File: src/hw/svm_defines.vh
/*
  Shared constants of the supply voltage monitor control: register offsets,
  field positions, reset values and noise filter counts.
  Assumes byte offsets on an 8-bit register address.
*/
`ifndef SVM_DEFINES_VH
`define SVM_DEFINES_VH

`define SVM_ADDR_W 8
`define SVM_OFF_OPTION 8'h00
`define SVM_OFF_KEY 8'h04
`define SVM_OFF_CORE_FCFG 8'h08
`define SVM_OFF_MAIN_FCFG 8'h0C
`define SVM_OFF_IO_FCFG 8'h10
`define SVM_OFF_CORE_DET 8'h14
`define SVM_OFF_MAIN_DET 8'h18
`define SVM_OFF_IO_DET 8'h1C
`define SVM_OFF_FLAGS 8'h20
`define SVM_OFF_FLAG_CLR 8'h24
`define SVM_OFF_DLY_FLAGS 8'h28
`define SVM_OFF_STATUS 8'h2C

`define SVM_KEY_OPEN 32'hA5A5A501
`define SVM_KEY_SHUT 32'hA5A5A500

`define SVM_OPT_CORE_CFG_HI 31
`define SVM_OPT_CORE_CFG_LO 27
`define SVM_OPT_CORE_RSVD 26
`define SVM_OPT_CORE_UPPER 25
`define SVM_OPT_CORE_LOWER 24
`define SVM_OPT_MAIN_CFG_HI 23
`define SVM_OPT_MAIN_CFG_LO 19
`define SVM_OPT_MAIN_HIGH 17
`define SVM_OPT_IO_CFG_HI 15
`define SVM_OPT_IO_CFG_LO 11
`define SVM_OPT_IO_HIGH 9

`define SVM_DET_LOWER_EN 0
`define SVM_DET_UPPER_EN 1
`define SVM_DET_OUT_EN 3
`define SVM_DET_UPPER_RST 4
`define SVM_DET_LOWER_RST 5

`define SVM_FCFG_RESET 5'h00
`define SVM_DET_RESET 6'h00

`define SVM_WIDTH_00 5'h14
`define SVM_WIDTH_01 5'h0D
`define SVM_WIDTH_10 5'h08
`define SVM_WIDTH_11 5'h03

`define SVM_DIV_256 8'hFF
`define SVM_DIV_128 8'h7F
`define SVM_DIV_64 8'h3F
`define SVM_DIV_32 8'h1F

`endif

File: src/hw/svm_ctrl.v
/*
  Supply voltage monitor control: noise filters, limit flags, error pin,
  monitor reset request, delay monitor flag and the register port.
  Assumes asynchronous comparator, delay and oscillator inputs, and an option
  word that is stable while reset is asserted and just after its release.
*/
`timescale 1ns/100ps
`default_nettype none
`include "svm_defines.vh"

module svm_filt (
  input wire clk_in,
  input wire rst_n_in,
  input wire ce_in,
  input wire tick_in,
  input wire raw_in,
  input wire en_in,
  input wire [1:0] width_in,
  output wire level_out
);
  reg out_ff;
  reg [4:0] cnt_ff;
  reg [4:0] width;

  always @* begin
    case (width_in)
      2'h0: width = `SVM_WIDTH_00;
      2'h1: width = `SVM_WIDTH_01;
      2'h2: width = `SVM_WIDTH_10;
      default: width = `SVM_WIDTH_11;
    endcase
  end

  always @(posedge clk_in or negedge rst_n_in) begin
    if (!rst_n_in) begin
      out_ff <= 1'b0;
      cnt_ff <= 5'h00;
    end else if (ce_in) begin
      if (raw_in == out_ff) begin
        cnt_ff <= 5'h00;
      end else if (tick_in) begin
        if (cnt_ff + 5'h01 >= width) begin
          out_ff <= raw_in;
          cnt_ff <= 5'h00;
        end else begin
          cnt_ff <= cnt_ff + 5'h01;
        end
      end
    end
  end

  // A disabled filter passes the synchronised comparator level straight on.
  assign level_out = en_in ? out_ff : raw_in;
endmodule

module svm_ctrl (
  // Clock, reset and clock enable
  input wire CLK_SYS_IN,
  input wire RST_N_IN,
  input wire CE_IN,
  // Register port
  input wire [`SVM_ADDR_W-1:0] ADDR_IN,
  input wire [31:0] WDATA_IN,
  input wire WR_IN,
  input wire RD_IN,
  output wire [31:0] RDATA_OUT,
  // Option word, stable around reset release
  input wire [31:0] OPTION_WORD_IN,
  // Asynchronous analog and oscillator inputs, order core, main, I/O
  input wire [2:0] CMP_ABOVE_IN,
  input wire [2:0] CMP_BELOW_IN,
  input wire DELAY_SHORT_IN,
  input wire HV_OSC_CLOCK_IN,
  // Error reporting
  output wire SUPPLY_ERROR_OUT,
  output wire MON_RESET_REQ_OUT
);
  reg rst_s1_ff;
  reg rst_s2_ff;
  wire rst_n = rst_s2_ff;

  always @(posedge CLK_SYS_IN or negedge RST_N_IN) begin
    if (!RST_N_IN) begin
      rst_s1_ff <= 1'b0;
      rst_s2_ff <= 1'b0;
    end else if (CE_IN) begin
      rst_s1_ff <= 1'b1;
      rst_s2_ff <= rst_s1_ff;
    end
  end

  // Two-stage synchronisers for every asynchronous input.
  reg [7:0] sync1_ff;
  reg [7:0] sync2_ff;
  reg osc_prev_ff;

  always @(posedge CLK_SYS_IN or negedge rst_n) begin
    if (!rst_n) begin
      sync1_ff <= 8'h00;
      sync2_ff <= 8'h00;
      osc_prev_ff <= 1'b0;
    end else if (CE_IN) begin
      sync1_ff <= {HV_OSC_CLOCK_IN, DELAY_SHORT_IN, CMP_BELOW_IN, CMP_ABOVE_IN};
      sync2_ff <= sync1_ff;
      osc_prev_ff <= sync2_ff[7];
    end
  end

  wire [2:0] above = sync2_ff[2:0];
  wire [2:0] below = sync2_ff[5:3];
  wire delay_short = sync2_ff[6];
  wire osc_edge = sync2_ff[7] & ~osc_prev_ff;

  // The oscillator must run below half the system clock to be seen edge by edge.
  reg [7:0] prescale_ff;

  always @(posedge CLK_SYS_IN or negedge rst_n) begin
    if (!rst_n) begin
      prescale_ff <= 8'h00;
    end else if (CE_IN && osc_edge) begin
      prescale_ff <= prescale_ff + 8'h01;
    end
  end

  reg [31:0] option_ff;
  reg load_pend_ff;
  reg key_open_ff;
  reg [4:0] fcfg_ff [0:2];
  reg [5:0] det_ff [0:2];
  reg [5:0] flags_ff;
  reg dly_flag_ff;
  reg err_out_ff;
  reg rst_req_ff;
  reg [31:0] rdata_ff;

  // Filter configuration fields: width [4:3], clock select [2:1], enable [0].
  reg [2:0] tick;
  wire [5:0] level;
  integer r;

  always @* begin
    tick = 3'h0;
    for (r = 0; r < 3; r = r + 1) begin
      case (fcfg_ff[r][2:1])
        2'h0: tick[r] = osc_edge && ((prescale_ff & `SVM_DIV_256) == `SVM_DIV_256);
        2'h1: tick[r] = osc_edge && ((prescale_ff & `SVM_DIV_128) == `SVM_DIV_128);
        2'h2: tick[r] = osc_edge && ((prescale_ff & `SVM_DIV_64) == `SVM_DIV_64);
        default: tick[r] = osc_edge && ((prescale_ff & `SVM_DIV_32) == `SVM_DIV_32);
      endcase
    end
  end

  genvar g;
  generate
    for (g = 0; g < 3; g = g + 1) begin : rail
      svm_filt u_hi (
        .clk_in(CLK_SYS_IN),
        .rst_n_in(rst_n),
        .ce_in(CE_IN),
        .tick_in(tick[g]),
        .raw_in(above[g]),
        .en_in(fcfg_ff[g][0]),
        .width_in(fcfg_ff[g][4:3]),
        .level_out(level[2*g])
      );
      svm_filt u_lo (
        .clk_in(CLK_SYS_IN),
        .rst_n_in(rst_n),
        .ce_in(CE_IN),
        .tick_in(tick[g]),
        .raw_in(below[g]),
        .en_in(fcfg_ff[g][0]),
        .width_in(fcfg_ff[g][4:3]),
        .level_out(level[2*g+1])
      );
    end
  endgenerate

  // Flag bits: core upper, core lower, main upper, main lower, I/O upper, I/O lower.
  wire [5:0] err_now;
  assign err_now[0] = level[0] & det_ff[0][`SVM_DET_UPPER_EN];
  assign err_now[1] = (level[1] & det_ff[0][`SVM_DET_LOWER_EN]) | delay_short;
  assign err_now[2] = level[2] & det_ff[1][`SVM_DET_UPPER_EN];
  assign err_now[3] = level[3];
  assign err_now[4] = level[4] & det_ff[2][`SVM_DET_UPPER_EN];
  assign err_now[5] = level[5];

  wire reset_now = err_now[3] | err_now[5] |
    (err_now[0] & det_ff[0][`SVM_DET_UPPER_RST]) |
    (err_now[1] & det_ff[0][`SVM_DET_LOWER_RST]) |
    (err_now[2] & det_ff[1][`SVM_DET_UPPER_RST]) |
    (err_now[4] & det_ff[2][`SVM_DET_UPPER_RST]);

  wire wr_key = WR_IN && (ADDR_IN == `SVM_OFF_KEY);
  wire wr_prot = WR_IN && key_open_ff;
  wire wr_clr = WR_IN && (ADDR_IN == `SVM_OFF_FLAG_CLR);

  // Thresholds live in the analog comparators; no register reaches them.
  always @(posedge CLK_SYS_IN or negedge rst_n) begin
    if (!rst_n) begin
      option_ff <= 32'h00000000;
      load_pend_ff <= 1'b1;
      key_open_ff <= 1'b0;
      fcfg_ff[0] <= `SVM_FCFG_RESET;
      fcfg_ff[1] <= `SVM_FCFG_RESET;
      fcfg_ff[2] <= `SVM_FCFG_RESET;
      det_ff[0] <= `SVM_DET_RESET;
      det_ff[1] <= `SVM_DET_RESET;
      det_ff[2] <= `SVM_DET_RESET;
      flags_ff <= 6'h00;
      dly_flag_ff <= 1'b0;
      err_out_ff <= 1'b0;
      rst_req_ff <= 1'b0;
    end else if (CE_IN) begin
      if (load_pend_ff) begin
        load_pend_ff <= 1'b0;
        option_ff <= OPTION_WORD_IN;
        fcfg_ff[0] <= OPTION_WORD_IN[`SVM_OPT_CORE_CFG_HI:`SVM_OPT_CORE_CFG_LO];
        fcfg_ff[1] <= OPTION_WORD_IN[`SVM_OPT_MAIN_CFG_HI:`SVM_OPT_MAIN_CFG_LO];
        fcfg_ff[2] <= OPTION_WORD_IN[`SVM_OPT_IO_CFG_HI:`SVM_OPT_IO_CFG_LO];
        det_ff[0][`SVM_DET_LOWER_EN] <= OPTION_WORD_IN[`SVM_OPT_CORE_LOWER];
        det_ff[0][`SVM_DET_UPPER_EN] <= OPTION_WORD_IN[`SVM_OPT_CORE_UPPER];
        det_ff[0][`SVM_DET_OUT_EN] <= OPTION_WORD_IN[`SVM_OPT_CORE_RSVD];
        det_ff[1][`SVM_DET_UPPER_EN] <= OPTION_WORD_IN[`SVM_OPT_MAIN_HIGH];
        det_ff[2][`SVM_DET_UPPER_EN] <= OPTION_WORD_IN[`SVM_OPT_IO_HIGH];
      end else if (wr_key) begin
        if (WDATA_IN == `SVM_KEY_OPEN) begin
          key_open_ff <= 1'b1;
        end else if (WDATA_IN == `SVM_KEY_SHUT) begin
          key_open_ff <= 1'b0;
        end
      end else if (wr_prot) begin
        if (ADDR_IN == `SVM_OFF_CORE_FCFG) begin
          fcfg_ff[0] <= WDATA_IN[4:0];
        end else if (ADDR_IN == `SVM_OFF_MAIN_FCFG) begin
          fcfg_ff[1] <= WDATA_IN[4:0];
        end else if (ADDR_IN == `SVM_OFF_IO_FCFG) begin
          fcfg_ff[2] <= WDATA_IN[4:0];
        end else if (ADDR_IN == `SVM_OFF_CORE_DET) begin
          det_ff[0] <= WDATA_IN[5:0];
        end else if (ADDR_IN == `SVM_OFF_MAIN_DET) begin
          det_ff[1] <= WDATA_IN[5:0];
        end else if (ADDR_IN == `SVM_OFF_IO_DET) begin
          det_ff[2] <= WDATA_IN[5:0];
        end
      end
      // A new error in the clearing cycle keeps its flag set.
      flags_ff <= (flags_ff & ~(wr_clr ? WDATA_IN[5:0] : 6'h00)) | err_now;
      dly_flag_ff <= (dly_flag_ff & ~(wr_clr & WDATA_IN[6])) | delay_short;
      err_out_ff <= (|err_now) & det_ff[0][`SVM_DET_OUT_EN];
      rst_req_ff <= reset_now;
    end
  end

  always @(posedge CLK_SYS_IN or negedge rst_n) begin
    if (!rst_n) begin
      rdata_ff <= 32'h00000000;
    end else if (CE_IN) begin
      if (!RD_IN) begin
        rdata_ff <= 32'h00000000;
      end else if (ADDR_IN == `SVM_OFF_OPTION) begin
        rdata_ff <= option_ff;
      end else if (ADDR_IN == `SVM_OFF_KEY) begin
        rdata_ff <= {31'h00000000, key_open_ff};
      end else if (ADDR_IN == `SVM_OFF_CORE_FCFG) begin
        rdata_ff <= {27'h0000000, fcfg_ff[0]};
      end else if (ADDR_IN == `SVM_OFF_MAIN_FCFG) begin
        rdata_ff <= {27'h0000000, fcfg_ff[1]};
      end else if (ADDR_IN == `SVM_OFF_IO_FCFG) begin
        rdata_ff <= {27'h0000000, fcfg_ff[2]};
      end else if (ADDR_IN == `SVM_OFF_CORE_DET) begin
        rdata_ff <= {26'h0000000, det_ff[0]};
      end else if (ADDR_IN == `SVM_OFF_MAIN_DET) begin
        rdata_ff <= {26'h0000000, det_ff[1]};
      end else if (ADDR_IN == `SVM_OFF_IO_DET) begin
        rdata_ff <= {26'h0000000, det_ff[2]};
      end else if (ADDR_IN == `SVM_OFF_FLAGS) begin
        rdata_ff <= {25'h0000000, dly_flag_ff, flags_ff};
      end else if (ADDR_IN == `SVM_OFF_DLY_FLAGS) begin
        rdata_ff <= {31'h00000000, dly_flag_ff};
      end else if (ADDR_IN == `SVM_OFF_STATUS) begin
        rdata_ff <= {24'h000000, rst_req_ff, err_out_ff, err_now};
      end else begin
        rdata_ff <= 32'h00000000;
      end
    end
  end

  assign RDATA_OUT = rdata_ff;
  assign SUPPLY_ERROR_OUT = err_out_ff;
  assign MON_RESET_REQ_OUT = rst_req_ff;
endmodule

`default_nettype wire

File: config.mk
export PLATFORM = sky130hd
export DESIGN_NAME = svm_ctrl
export DESIGN_NICKNAME = d
export VERILOG_FILES = /design/src/hw/svm_ctrl.v
export VERILOG_INCLUDE_DIRS = /design/src /design/src/hw
export SDC_FILE = /design/constraint.sdc
export NUM_CORES = 1
export LEC_CHECK = 0
export BUFFER_PORTS_ARGS = -buffer_cell sky130_fd_sc_hd__buf_2
export CORE_UTILIZATION = 35
export DETAILED_ROUTE_END_ITERATION = 12
export PLACE_DENSITY_LB_ADDON = 0.25
export SLEW_MARGIN = 0
export SYNTH_ARGS = -nofsm -noshare
export SYNTH_HDL_FRONTEND = slang
export SYNTH_SLANG_ARGS = --single-unit
File: constraint.sdc
create_clock -name CLK_SYS_IN -period 6.4 [get_ports CLK_SYS_IN]
set_input_delay 0.96 -clock CLK_SYS_IN [delete_from_list [all_inputs] [get_ports CLK_SYS_IN]]
set_output_delay 0.96 -clock CLK_SYS_IN [all_outputs]
set_load 0.01 [all_outputs]
# Yosys cells after proc, flatten, opt, wreduce, memory -nomap -nowiden
# Index checks and enable logic that the tools add are counted.
# totals
register_bits	171
elab_cells	246
# classes
addsub	7
n_lt_le_gt_ge	6
eq_ne	41
n_mux	67
bitwise_logic	37
reduce_logical	53
# op_table
cell	n
5-bit 2-to-1 mux	22
16-bit 2-to-1 mux	5
8-bit 2-to-1 mux	10
32-bit equality test (second input constant)	2
32-bit 2-to-1 mux	2
15-bit 2-to-1 mux	3
5-bit case mux with 3 select lines	3
8-bit by 5-bit equality test with 1-bit output (second input constant)	4
8-bit by 6-bit equality test with 1-bit output (second input constant)	4
4-bit AND reduction	8
5-bit by 1-bit adder with 5-bit output (second input constant)	6
5-bit >= comparator	6
2-bit nonzero test	14
6-bit 2-to-1 mux	4
9-bit AND reduction	2
8-bit by 4-bit equality test with 1-bit output (second input constant)	2
8-bit AND reduction	2
1-bit inverter	15
2-bit AND reduction	7
1-bit AND	12
2-bit by 1-bit equality test with 1-bit output (second input constant)	6
2-bit equality test (second input constant)	6
2-bit logical NOT	6
12-bit 2-to-1 mux	1
other kinds (24)	59

# Depth between registers and ports, before layout
# Gate-level depths: netlist (run 1).
# logic_depth
depth_word	15
depth_mapped	9
ltp_nobuf	9

# Cells and area by module
# A second synthesis (run 1) with hierarchy kept.
# unflattened
cells_unflattened	882
hier_area_um2	9541.7
# by_module_without_submodules
module	instances	cells_each	area_each_um2	seq_area_each_um2
svm_ctrl	1	552	6356.1	3379.5
svm_filt (rail[0].u_lo ...)	5	55	538.0	150.1
svm_filt (rail[0].u_hi)	1	55	495.5	150.1

# Least setup slack after synthesis (run 1)
# No wires, ideal clock.
# synth_path
path_type	register -> register
start	reg rst_n (netlist name)
end	reg rst_s2_ff, in the netlist rst_n
arrival_time_ps	4535
required_time_ps	6307
path_slack_ps	1772
path_stages_with_launch	2
period_less_slack_ps	4628
path_cell_list	dfrtp_1 mux2_2
# synth_lines
item	line	source
end signal, assigned	svm_ctrl.v:88	rst_s2_ff <= rst_s1_ff;
end, declared	svm_ctrl.v:79	reg rst_s2_ff;

# Final worst setup path (run 1)
# layout_path
start	in CE_IN
end	reg det_ff[0] in the netlist's numbering
# layout_between
elab_chain_cells	1
# layout_rtl
item	line	source
start, declared	svm_ctrl.v:60	input wire CE_IN,
10-bit AND reduction (no source line)	--	
end signal, assigned by index	svm_ctrl.v:221	det_ff[0][`SVM_DET_LOWER_EN] <= OPTION_WORD_IN[`SVM_OPT_CORE_LOWER];
end signal, assigned by index	svm_ctrl.v:222	det_ff[0][`SVM_DET_UPPER_EN] <= OPTION_WORD_IN[`SVM_OPT_CORE_UPPER];
end signal, assigned by index	svm_ctrl.v:223	det_ff[0][`SVM_DET_OUT_EN] <= OPTION_WORD_IN[`SVM_OPT_CORE_RSVD];
end, declared	svm_ctrl.v:129	reg [5:0] det_ff [0:2];
# No other way between the ends.
# A chain may end at the register's enable or synchronous reset.

==> results of run 1 <==
kinds of logic (layout without fill, tap and decap cells):
family,count (synthesis),in the layout,synth area share [%]
AOI/OAI and AO/OA,210,210,16.1
xor gates and xnor gates,30,30,2.89
adders and majority gates,50,50,6.89
buffers and inverters,69,192,2.99
DFF,171,171,47.2
muxes,96,96,11.9
and+or+nand+nor,194,194,12.1
registers in the layout (all words and copies together) (netlist names):
signal	cells
SUPPLY_ERROR_OUT	1
rst_s1_ff	1
sync2_ff	8
rail.u_hi.cnt_ff	15
prescale_ff	8
flags_ff	6
fcfg_ff	15
dly_flag_ff	1
MON_RESET_REQ_OUT	1
rail.u_hi.out_ff	3
rail.u_lo.cnt_ff	15
load_pend_ff	1
rail.u_lo.out_ff	3
osc_prev_ff	1
rst_n	1
RDATA_OUT	32
option_ff	32
key_open_ff	1
det_ff	18
sync1_ff	8
final timing paths:
kind                                             start                            endpoint  slack, ns  cells past startpoint
worst min-delay path                          RST_N_IN                   rst_n$_DFFE_PN0P_       0.29                      1
min in group CLK_SYS_IN          rst_s1_ff$_DFFE_PN0P_               rst_s1_ff$_DFFE_PN0P_       0.47                      1
max in group asynchronous            rst_n$_DFFE_PN0P_  rail[1].u_lo.cnt_ff[4]$_DFFE_PN0P_       4.69                      1
worst max register to register  fcfg_ff[3]$_DFFE_PN0P_  rail[2].u_lo.cnt_ff[2]$_DFFE_PN0P_       3.74                      9
worst max-delay path                             CE_IN               det_ff[0]$_DFFE_PN0P_       3.42                      7
worst min register to register   rst_s1_ff$_DFFE_PN0P_               rst_s1_ff$_DFFE_PN0P_       0.47                      1
stage by stage:
step	utilization, %	power [mW]	hold WS [ns]	setup WS, ns	instance area, sq um
floorplan	-	1.46	0.431	1.27	9080
global placement	39.5	1.58	0.441	3.08	10000
detailed placement	39.5	1.58	0.444	2.98	10000
CTS	42.0	2.69	0.273	3.44	10600
global route	42.0	2.79	0.268	3.25	10600
finish	42.0	2.67	0.289	3.42	10600
metal layers:
metal / part of all wire [%] / routed length [microns]
met1: 46 / 10800
met5: 0 / 0
met2: 48 / 11500
met4: 1.7 / 394
met3: 4.5 / 1070
worst reg2reg max path: stages (launching register included):
cell and delay (ns):
dfrtp_1 0.40, inv_1 0.15, ha_1 0.22, o21ai_0 0.26
ha_1 0.30, a21o_1 0.18, a31oi_1 0.13, o21ai_0 0.18
or3b_2 0.58, o211ai_1 0.18
Yosys cell counts (6+ instances only):
| master | count | area share (%) |
|---|---|---|
| nor2b_1 | 17 | 1.2 |
| nand2b_1 | 13 | 0.90 |
| nor4_1 | 9 | 0.62 |
| nand2_1 | 42 | 1.7 |
| o21ai_0 | 29 | 1.6 |
| clkbuf_1 | 23 | 0.95 |
| inv_1 | 34 | 1.4 |
| nand4_1 | 7 | 0.48 |
| nor2_1 | 24 | 0.99 |
| a21oi_1 | 46 | 2.5 |
| o22ai_1 | 11 | 0.76 |
| o2bb2ai_1 | 8 | 0.77 |
| nand3_1 | 22 | 1.2 |
| a21o_1 | 15 | 1.2 |
| a22o_1 | 43 | 4.1 |
| a32oi_1 | 6 | 0.58 |
| mux2i_1 | 13 | 1.4 |
| buf_1 | 6 | 0.25 |
| ha_1 | 50 | 6.9 |
| nor3_1 | 11 | 0.61 |
| a211oi_1 | 6 | 0.50 |
| dfrtp_1 | 170 | 47 |
| a31oi_1 | 11 | 0.76 |
| xnor2_1 | 11 | 1.1 |
| xor2_1 | 19 | 1.8 |
| mux2_2 | 82 | 10 |
| and3_1 | 6 | 0.41 |
cell type report:
cell class	instances	area, sq um	area share, %
Clock buffer	17	425	4.00
Clock inverter	15	209	1.96
Inverter	35	131	1.24
Multi-Input combinational cell	580	4530	42.6
Sequential cell	171	4280	40.3
Tap cell	330	413	3.88
Timing Repair Buffer	125	643	6.05
power breakdown:
| part | internal, mW | switching (mW) |
|---|---|---|
| logic | 0.156 | 0.172 |
| registers | 1.15 | 0.0817 |
| clock network | 0.573 | 0.529 |
| total | 1.88 | 0.782 |
==> metrics.yaml, run 1 <==
crit_family: "simple AND/OR/NAND/NOR gates"
path_cells: "buf_2 -> buf_4 -> nand2_1 -> nor2_1 -> nand3_1 -> nor3_1 -> mux2_2"
cts_num_sinks: 171
postCtsSetupBuffers: 0
p_leak_nw: 4.99
hold_buffers: 0
worst_pin_slew_ns: 0.988
nFillCells: 2428
fin_skew_ns: 0.0145
clk_latency_ns: 0.44
hp-class: "primary input to asynchronous set/reset pin"
vias: 6904
status: "complete, no violations"
portBuffers: 118
antenna_found_initial: 0
max_stage_delay_ns: 0.61
dr.first_iter.drc_count: 492
final_cells: 1273
hold_violations: 0
grt_max_degree: 77
slew_headroom_pct: 33.6
layout_commonest_cell: "dfrtp_1"
drc: 0
async_reset_ff_share_pct: 100
gp_congestion: 0.881
grtUsageMet1_pct: 25.2
cts-buffers-inserted: 17
grt.overflow.total: 0
yosys_warnings: 0
htreeDepth: 4
routedWlPerCell_microns: 18.7
irDropWorstVdd_mv: 0.219
crit_type: "primary input to flip-flop"
use_met3_pct: 4.01
ant_nets: 0
seq_area_frac_synth_pct: 47.2
die_w_microns: 163
path_clk_slew_ns: 0.08
fin_crit_ns: 2.98
p_per_area_mw_per_mm2: 251
ctsResizeCount: 0
cp-start-kind: "primary input"
antenna_cells: 0
period_share_pct: 46.5
dieArea_sq_mm: 0.0266
final_cell_mix: "169 x dfrtp_1, 118 x buf_2, 82 x mux2_2"
cts_tree: "yes"
worstSetupEndpointType: "flip-flop"
grt.busiest_layer: "met2"
cp_num_buf_inv: 2
dp_cells: 1241
syn_to_final_growth_pct: 17.2
setup_tns_ns: 0
die_h_microns: 163
cts-root-buf: "clkbuf_16"
final_max_slew_viol_count: 0
synth_edf_count: 0
synth_cell_type_count: 68
finalSetupViolations: 0
dr.pass1.iters: 5
num_io_pins: 119
synth_area_sq_mm: 0.00908
ys_seq_elements: 171
dp_hpwl_microns: 17400
drive_gt1_share_pct: 27.5
nNetsFinal: 1065
rsz0062_at_grt: "false"
start_util_pct: 35.8
max_cap_viol_count: 0
routed_wl_microns: 23800
cts_buffer_depth: 2
synthCells: 820
cp.required_ns: 6.73
worst-path-max-fanout: 30
core_sq_mm: 0.0253
grt_pass1_wl_microns: 38300
routed_via_density: 5.42
rows: 58
grt_util_met2_pct: 30.8
synth.net_count: 955
clock.fmax_ghz: 0.336
slowest_stage: "nor3_1"
avgSynthCellArea_sq_um: 11.1
grt_pass1_vias: 6830
synth-main-ff-cell: "dfrtp_1"
grt_use_total_pct: 18.9
arrival_ns: 3.31
No activity file was read; power rests on OpenSTA's default activity.
==> run 2, diff against run 1 <==
ABC_AREA = 1   (was unset)
clock period = 2.9 ns   (was 6.4 ns; I/O delays follow)
==> metrics.yaml, run 2 <==
final_max_slew_viol_count: 0  # unchanged
crit_type: "flip-flop to flip-flop"
grt_use_total_pct: 18.5  # -0.37 points
worstSetupEndpointType: "flip-flop"
worst-path-max-fanout: 5  # -83%
rows: 58  # unchanged
die_h_microns: 164  # +0.40%
yosys.cell_count.top_type: "nand2_1"
slowest_stage: "dfrtp_1"
crit_start: "rail[0].u_lo.cnt_ff[0]$_DFFE_PN0P_"
max_cap_viol_count: 0  # unchanged
grtUsageMet1_pct: 25.3  # +0.080 points
dr.pass1.iters: 6  # +1
muxShareOfSynthArea_pct: 1.97  # -9.9 points
gp_congestion: 0.906  # +2.8%
p_total_mw: 6.13  # +130%
grt.overflow.total: 0  # unchanged
core_sq_mm: 0.0254  # +0.29%
yosysTopAreaCell: "dfrtp_1"
ys_seq_elements: 171  # unchanged
status: "complete, no violations"
async_reset_ff_share_pct: 100  # unchanged
p_per_area_mw_per_mm2: 569  # +130%
final_cells: 1544  # +21%
htreeDepth: 4  # unchanged
antenna_cells: 0  # unchanged
portBuffers: 118  # unchanged
cts_num_sinks: 171  # unchanged
setup_tns_ns: 0  # unchanged
hold_violations: 0  # unchanged
cp-start-kind: "flip-flop"
yosys.area_share.xor_xnor_pct: 2.87  # -0.023 points
slew_headroom_pct: 53.3  # +20 points
cp.required_ns: 3.24  # -3.49 ns
reg2reg_depth: 12  # +3
grt_max_degree: 68  # -12%
fin_skew_ns: 0.0150  # +0.000468 ns
max_stage_delay_ns: 0.42  # -0.19 ns
drc: 0  # unchanged
cts_tree: "yes"
routed_wl_microns: 23700  # -0.32%
start_util_pct: 36.0  # +0.19 points
reg2reg_to: "rail[0].u_lo.cnt_ff[4]$_DFFE_PN0P_"
dr.first_iter.drc_count: 469  # -4.7%
irDropWorstVdd_mv: 0.302  # +38%
pre_cts_ws_ns: 0.544  # -2.43 ns
syn_to_final_growth_pct: 17.6
drive_gt1_share_pct: 19.1  # -8.4 points
layout_commonest_cell: "nand2_1"
synth_cell_type_count: 49  # -28%
period_share_pct: 81.7
yosys_warnings: 0  # unchanged
grt.busiest_layer: "met2"
worst_pin_slew_ns: 0.693  # -0.295 ns
synth_area_sq_mm: 0.00915  # +0.81%
synth_edf_count: 0  # unchanged
synth-main-ff-cell: "dfrtp_1"
rr_startpoint: "rail[0].u_lo.cnt_ff[0]$_DFFE_PN0P_"
p_leak_nw: 5.57  # +12%
num_io_pins: 119  # unchanged
grt_pass1_vias: 7284  # +6.6%
dp_cells: 1511  # +22%
regToRegSetupSlack_ns: 0.53  # -3.21 ns
cts-root-buf: "clkbuf_16"
arrival_ns: 2.71  # -0.60 ns
synth_area_leaders: "dfrtp_1 46%, nand2_1 11%, ha_1 6.8%"
dp_hpwl_microns: 17800  # +2.4%
synth_top_area_share_pct: 46.5  # -0.38 points
fin_crit_ns: 2.37
ant_nets: 0  # unchanged
die_w_microns: 164  # +0.40%
synth_top_family_by_area: "simple AND/OR/NAND/NOR gates"
grt_pass1_wl_microns: 38300  # -0.11%
nNetsFinal: 1336  # +25%
path_cells: "ha_1 -> nand3_1 -> xor2_1 -> inv_1 -> ha_1 -> nand2_1 -> inv_1 -> nand3_1 -> o221ai_1 -> a21oi_1 -> nand3_1 -> o21ai_1"
grt_util_met2_pct: 30.6  # -0.17 points
synthSimpleGateAreaFrac_pct: 20.5  # +8.4 points
vias: 7631  # +11%
final_cell_mix: "280 x nand2_1, 169 x dfrtp_1, 128 x inv_1"
routed_via_density: 4.94  # -8.9%
path_clk_slew_ns: 0.07  # about the same
synth_compound_area_share_pct: 14.1  # -2.0 points
crit_top_cell: "nand3_1"
seq_area_frac_synth_pct: 46.8  # -0.38 points
antenna_found_initial: 0  # unchanged
cts_buffer_depth: 2  # unchanged
clock.fmax_ghz: 0.422
synthCells: 1074  # +31%
clk_latency_ns: 0.43  # about the same
hp-class: "primary input to flip-flop"
cts-buffers-inserted: 17  # unchanged
rsz0062_at_grt: "false"
endpoint: "rail[0].u_lo.cnt_ff[4]$_DFFE_PN0P_"
routedWlPerCell_microns: 15.3  # -18%
use_met3_pct: 2.92  # -1.1 points
finalSetupViolations: 0  # unchanged
synth_commonest_cells: "280 x nand2_1, 170 x dfrtp_1, 128 x inv_1"
setup_ws_ns: 0.532  # -2.89 ns
dieArea_sq_mm: 0.0268  # +0.80%
postCtsSetupBuffers: 0  # unchanged
synthAdderAreaFrac_pct: 6.84  # -0.056 points
synth.net_count: 1209  # +27%
avgSynthCellArea_sq_um: 8.52  # -23%
[run 2: how the worst min path moves through the flow]
stage | startpoint | end | slack (ns) | cells after the start
detailed placement | RST_N_IN | rst_s1_ff$_DFFE_PN0P_ | 0.22 | 1
global placement | RST_N_IN | rst_s1_ff$_DFFE_PN0P_ | 0.22 | 1
global route | HV_OSC_CLOCK_IN | sync1_ff[7]$_DFFE_PN0P_ | 0.20 | 3
finish | HV_OSC_CLOCK_IN | sync1_ff[7]$_DFFE_PN0P_ | 0.21 | 3
CTS | HV_OSC_CLOCK_IN | sync1_ff[7]$_DFFE_PN0P_ | 0.19 | 3
floorplan | RST_N_IN | rst_n$_DFFE_PN0P_ | 0.14 | 0
[run 2: logic make-up after synthesis]
family,after synthesis
buffers and inverters,167
multiplexers,16
AO/OA/AOI/OAI,211
adder cells (fa/ha/maj),50
XOR/XNOR,30
flip-flops,171
AND/OR/NAND/NOR,429
[run 2: area by class of cell]
type / count / area [sq um]
fill: 2552 / 14600
sequential: 171 / 4280
multi-input combinational: 736 / 4240
timing repair buffer: 133 / 731
inverter: 142 / 533
clock buffer: 18 / 439
tap: 330 / 413
clock inverter: 14 / 124
[run 2: per-stage QoR]
step           area, sq um  utilization (%)  hold WS, ns
3_5_place_dp         10200             40.1        0.222
6_report             10800             42.4        0.209
5_1_grt              10800             42.4        0.196
2_1_floorplan         9150                -        0.139
4_1_cts              10800             42.4        0.194
3_3_place_gp         10200             40.1        0.221
[run 2: worst max-delay path: cells and delay by family, from the launching register on]
kind / cells / cell delay, ns
AOI/OAI and AO/OA: 3 / 0.51
buffers and inverters: 2 / 0.11
and+or+nand+nor: 4 / 0.49
xor gates and xnor gates: 1 / 0.20
DFF: 1 / 0.42
adders and majority gates: 2 / 0.56
[run 2: where the power goes]
part           switching, mW  internal, mW  total [mW]
combinational          0.707         0.430        1.14
clock                   1.06          1.16        2.21
sequential             0.191          2.58        2.78
[run 2: timing repair]
action,CTS,global route
hold buffers,1,0
resized for setup,0,0
endpoints found under the hold margin,2,0
[run 2: per-layer routing]
layer  part of all wire [%]  up-vias
met5                      0        -
met4                    1.2        0
met3                    4.4       23
met2                     48      199
met1                     46     3601
li1                       -     3808
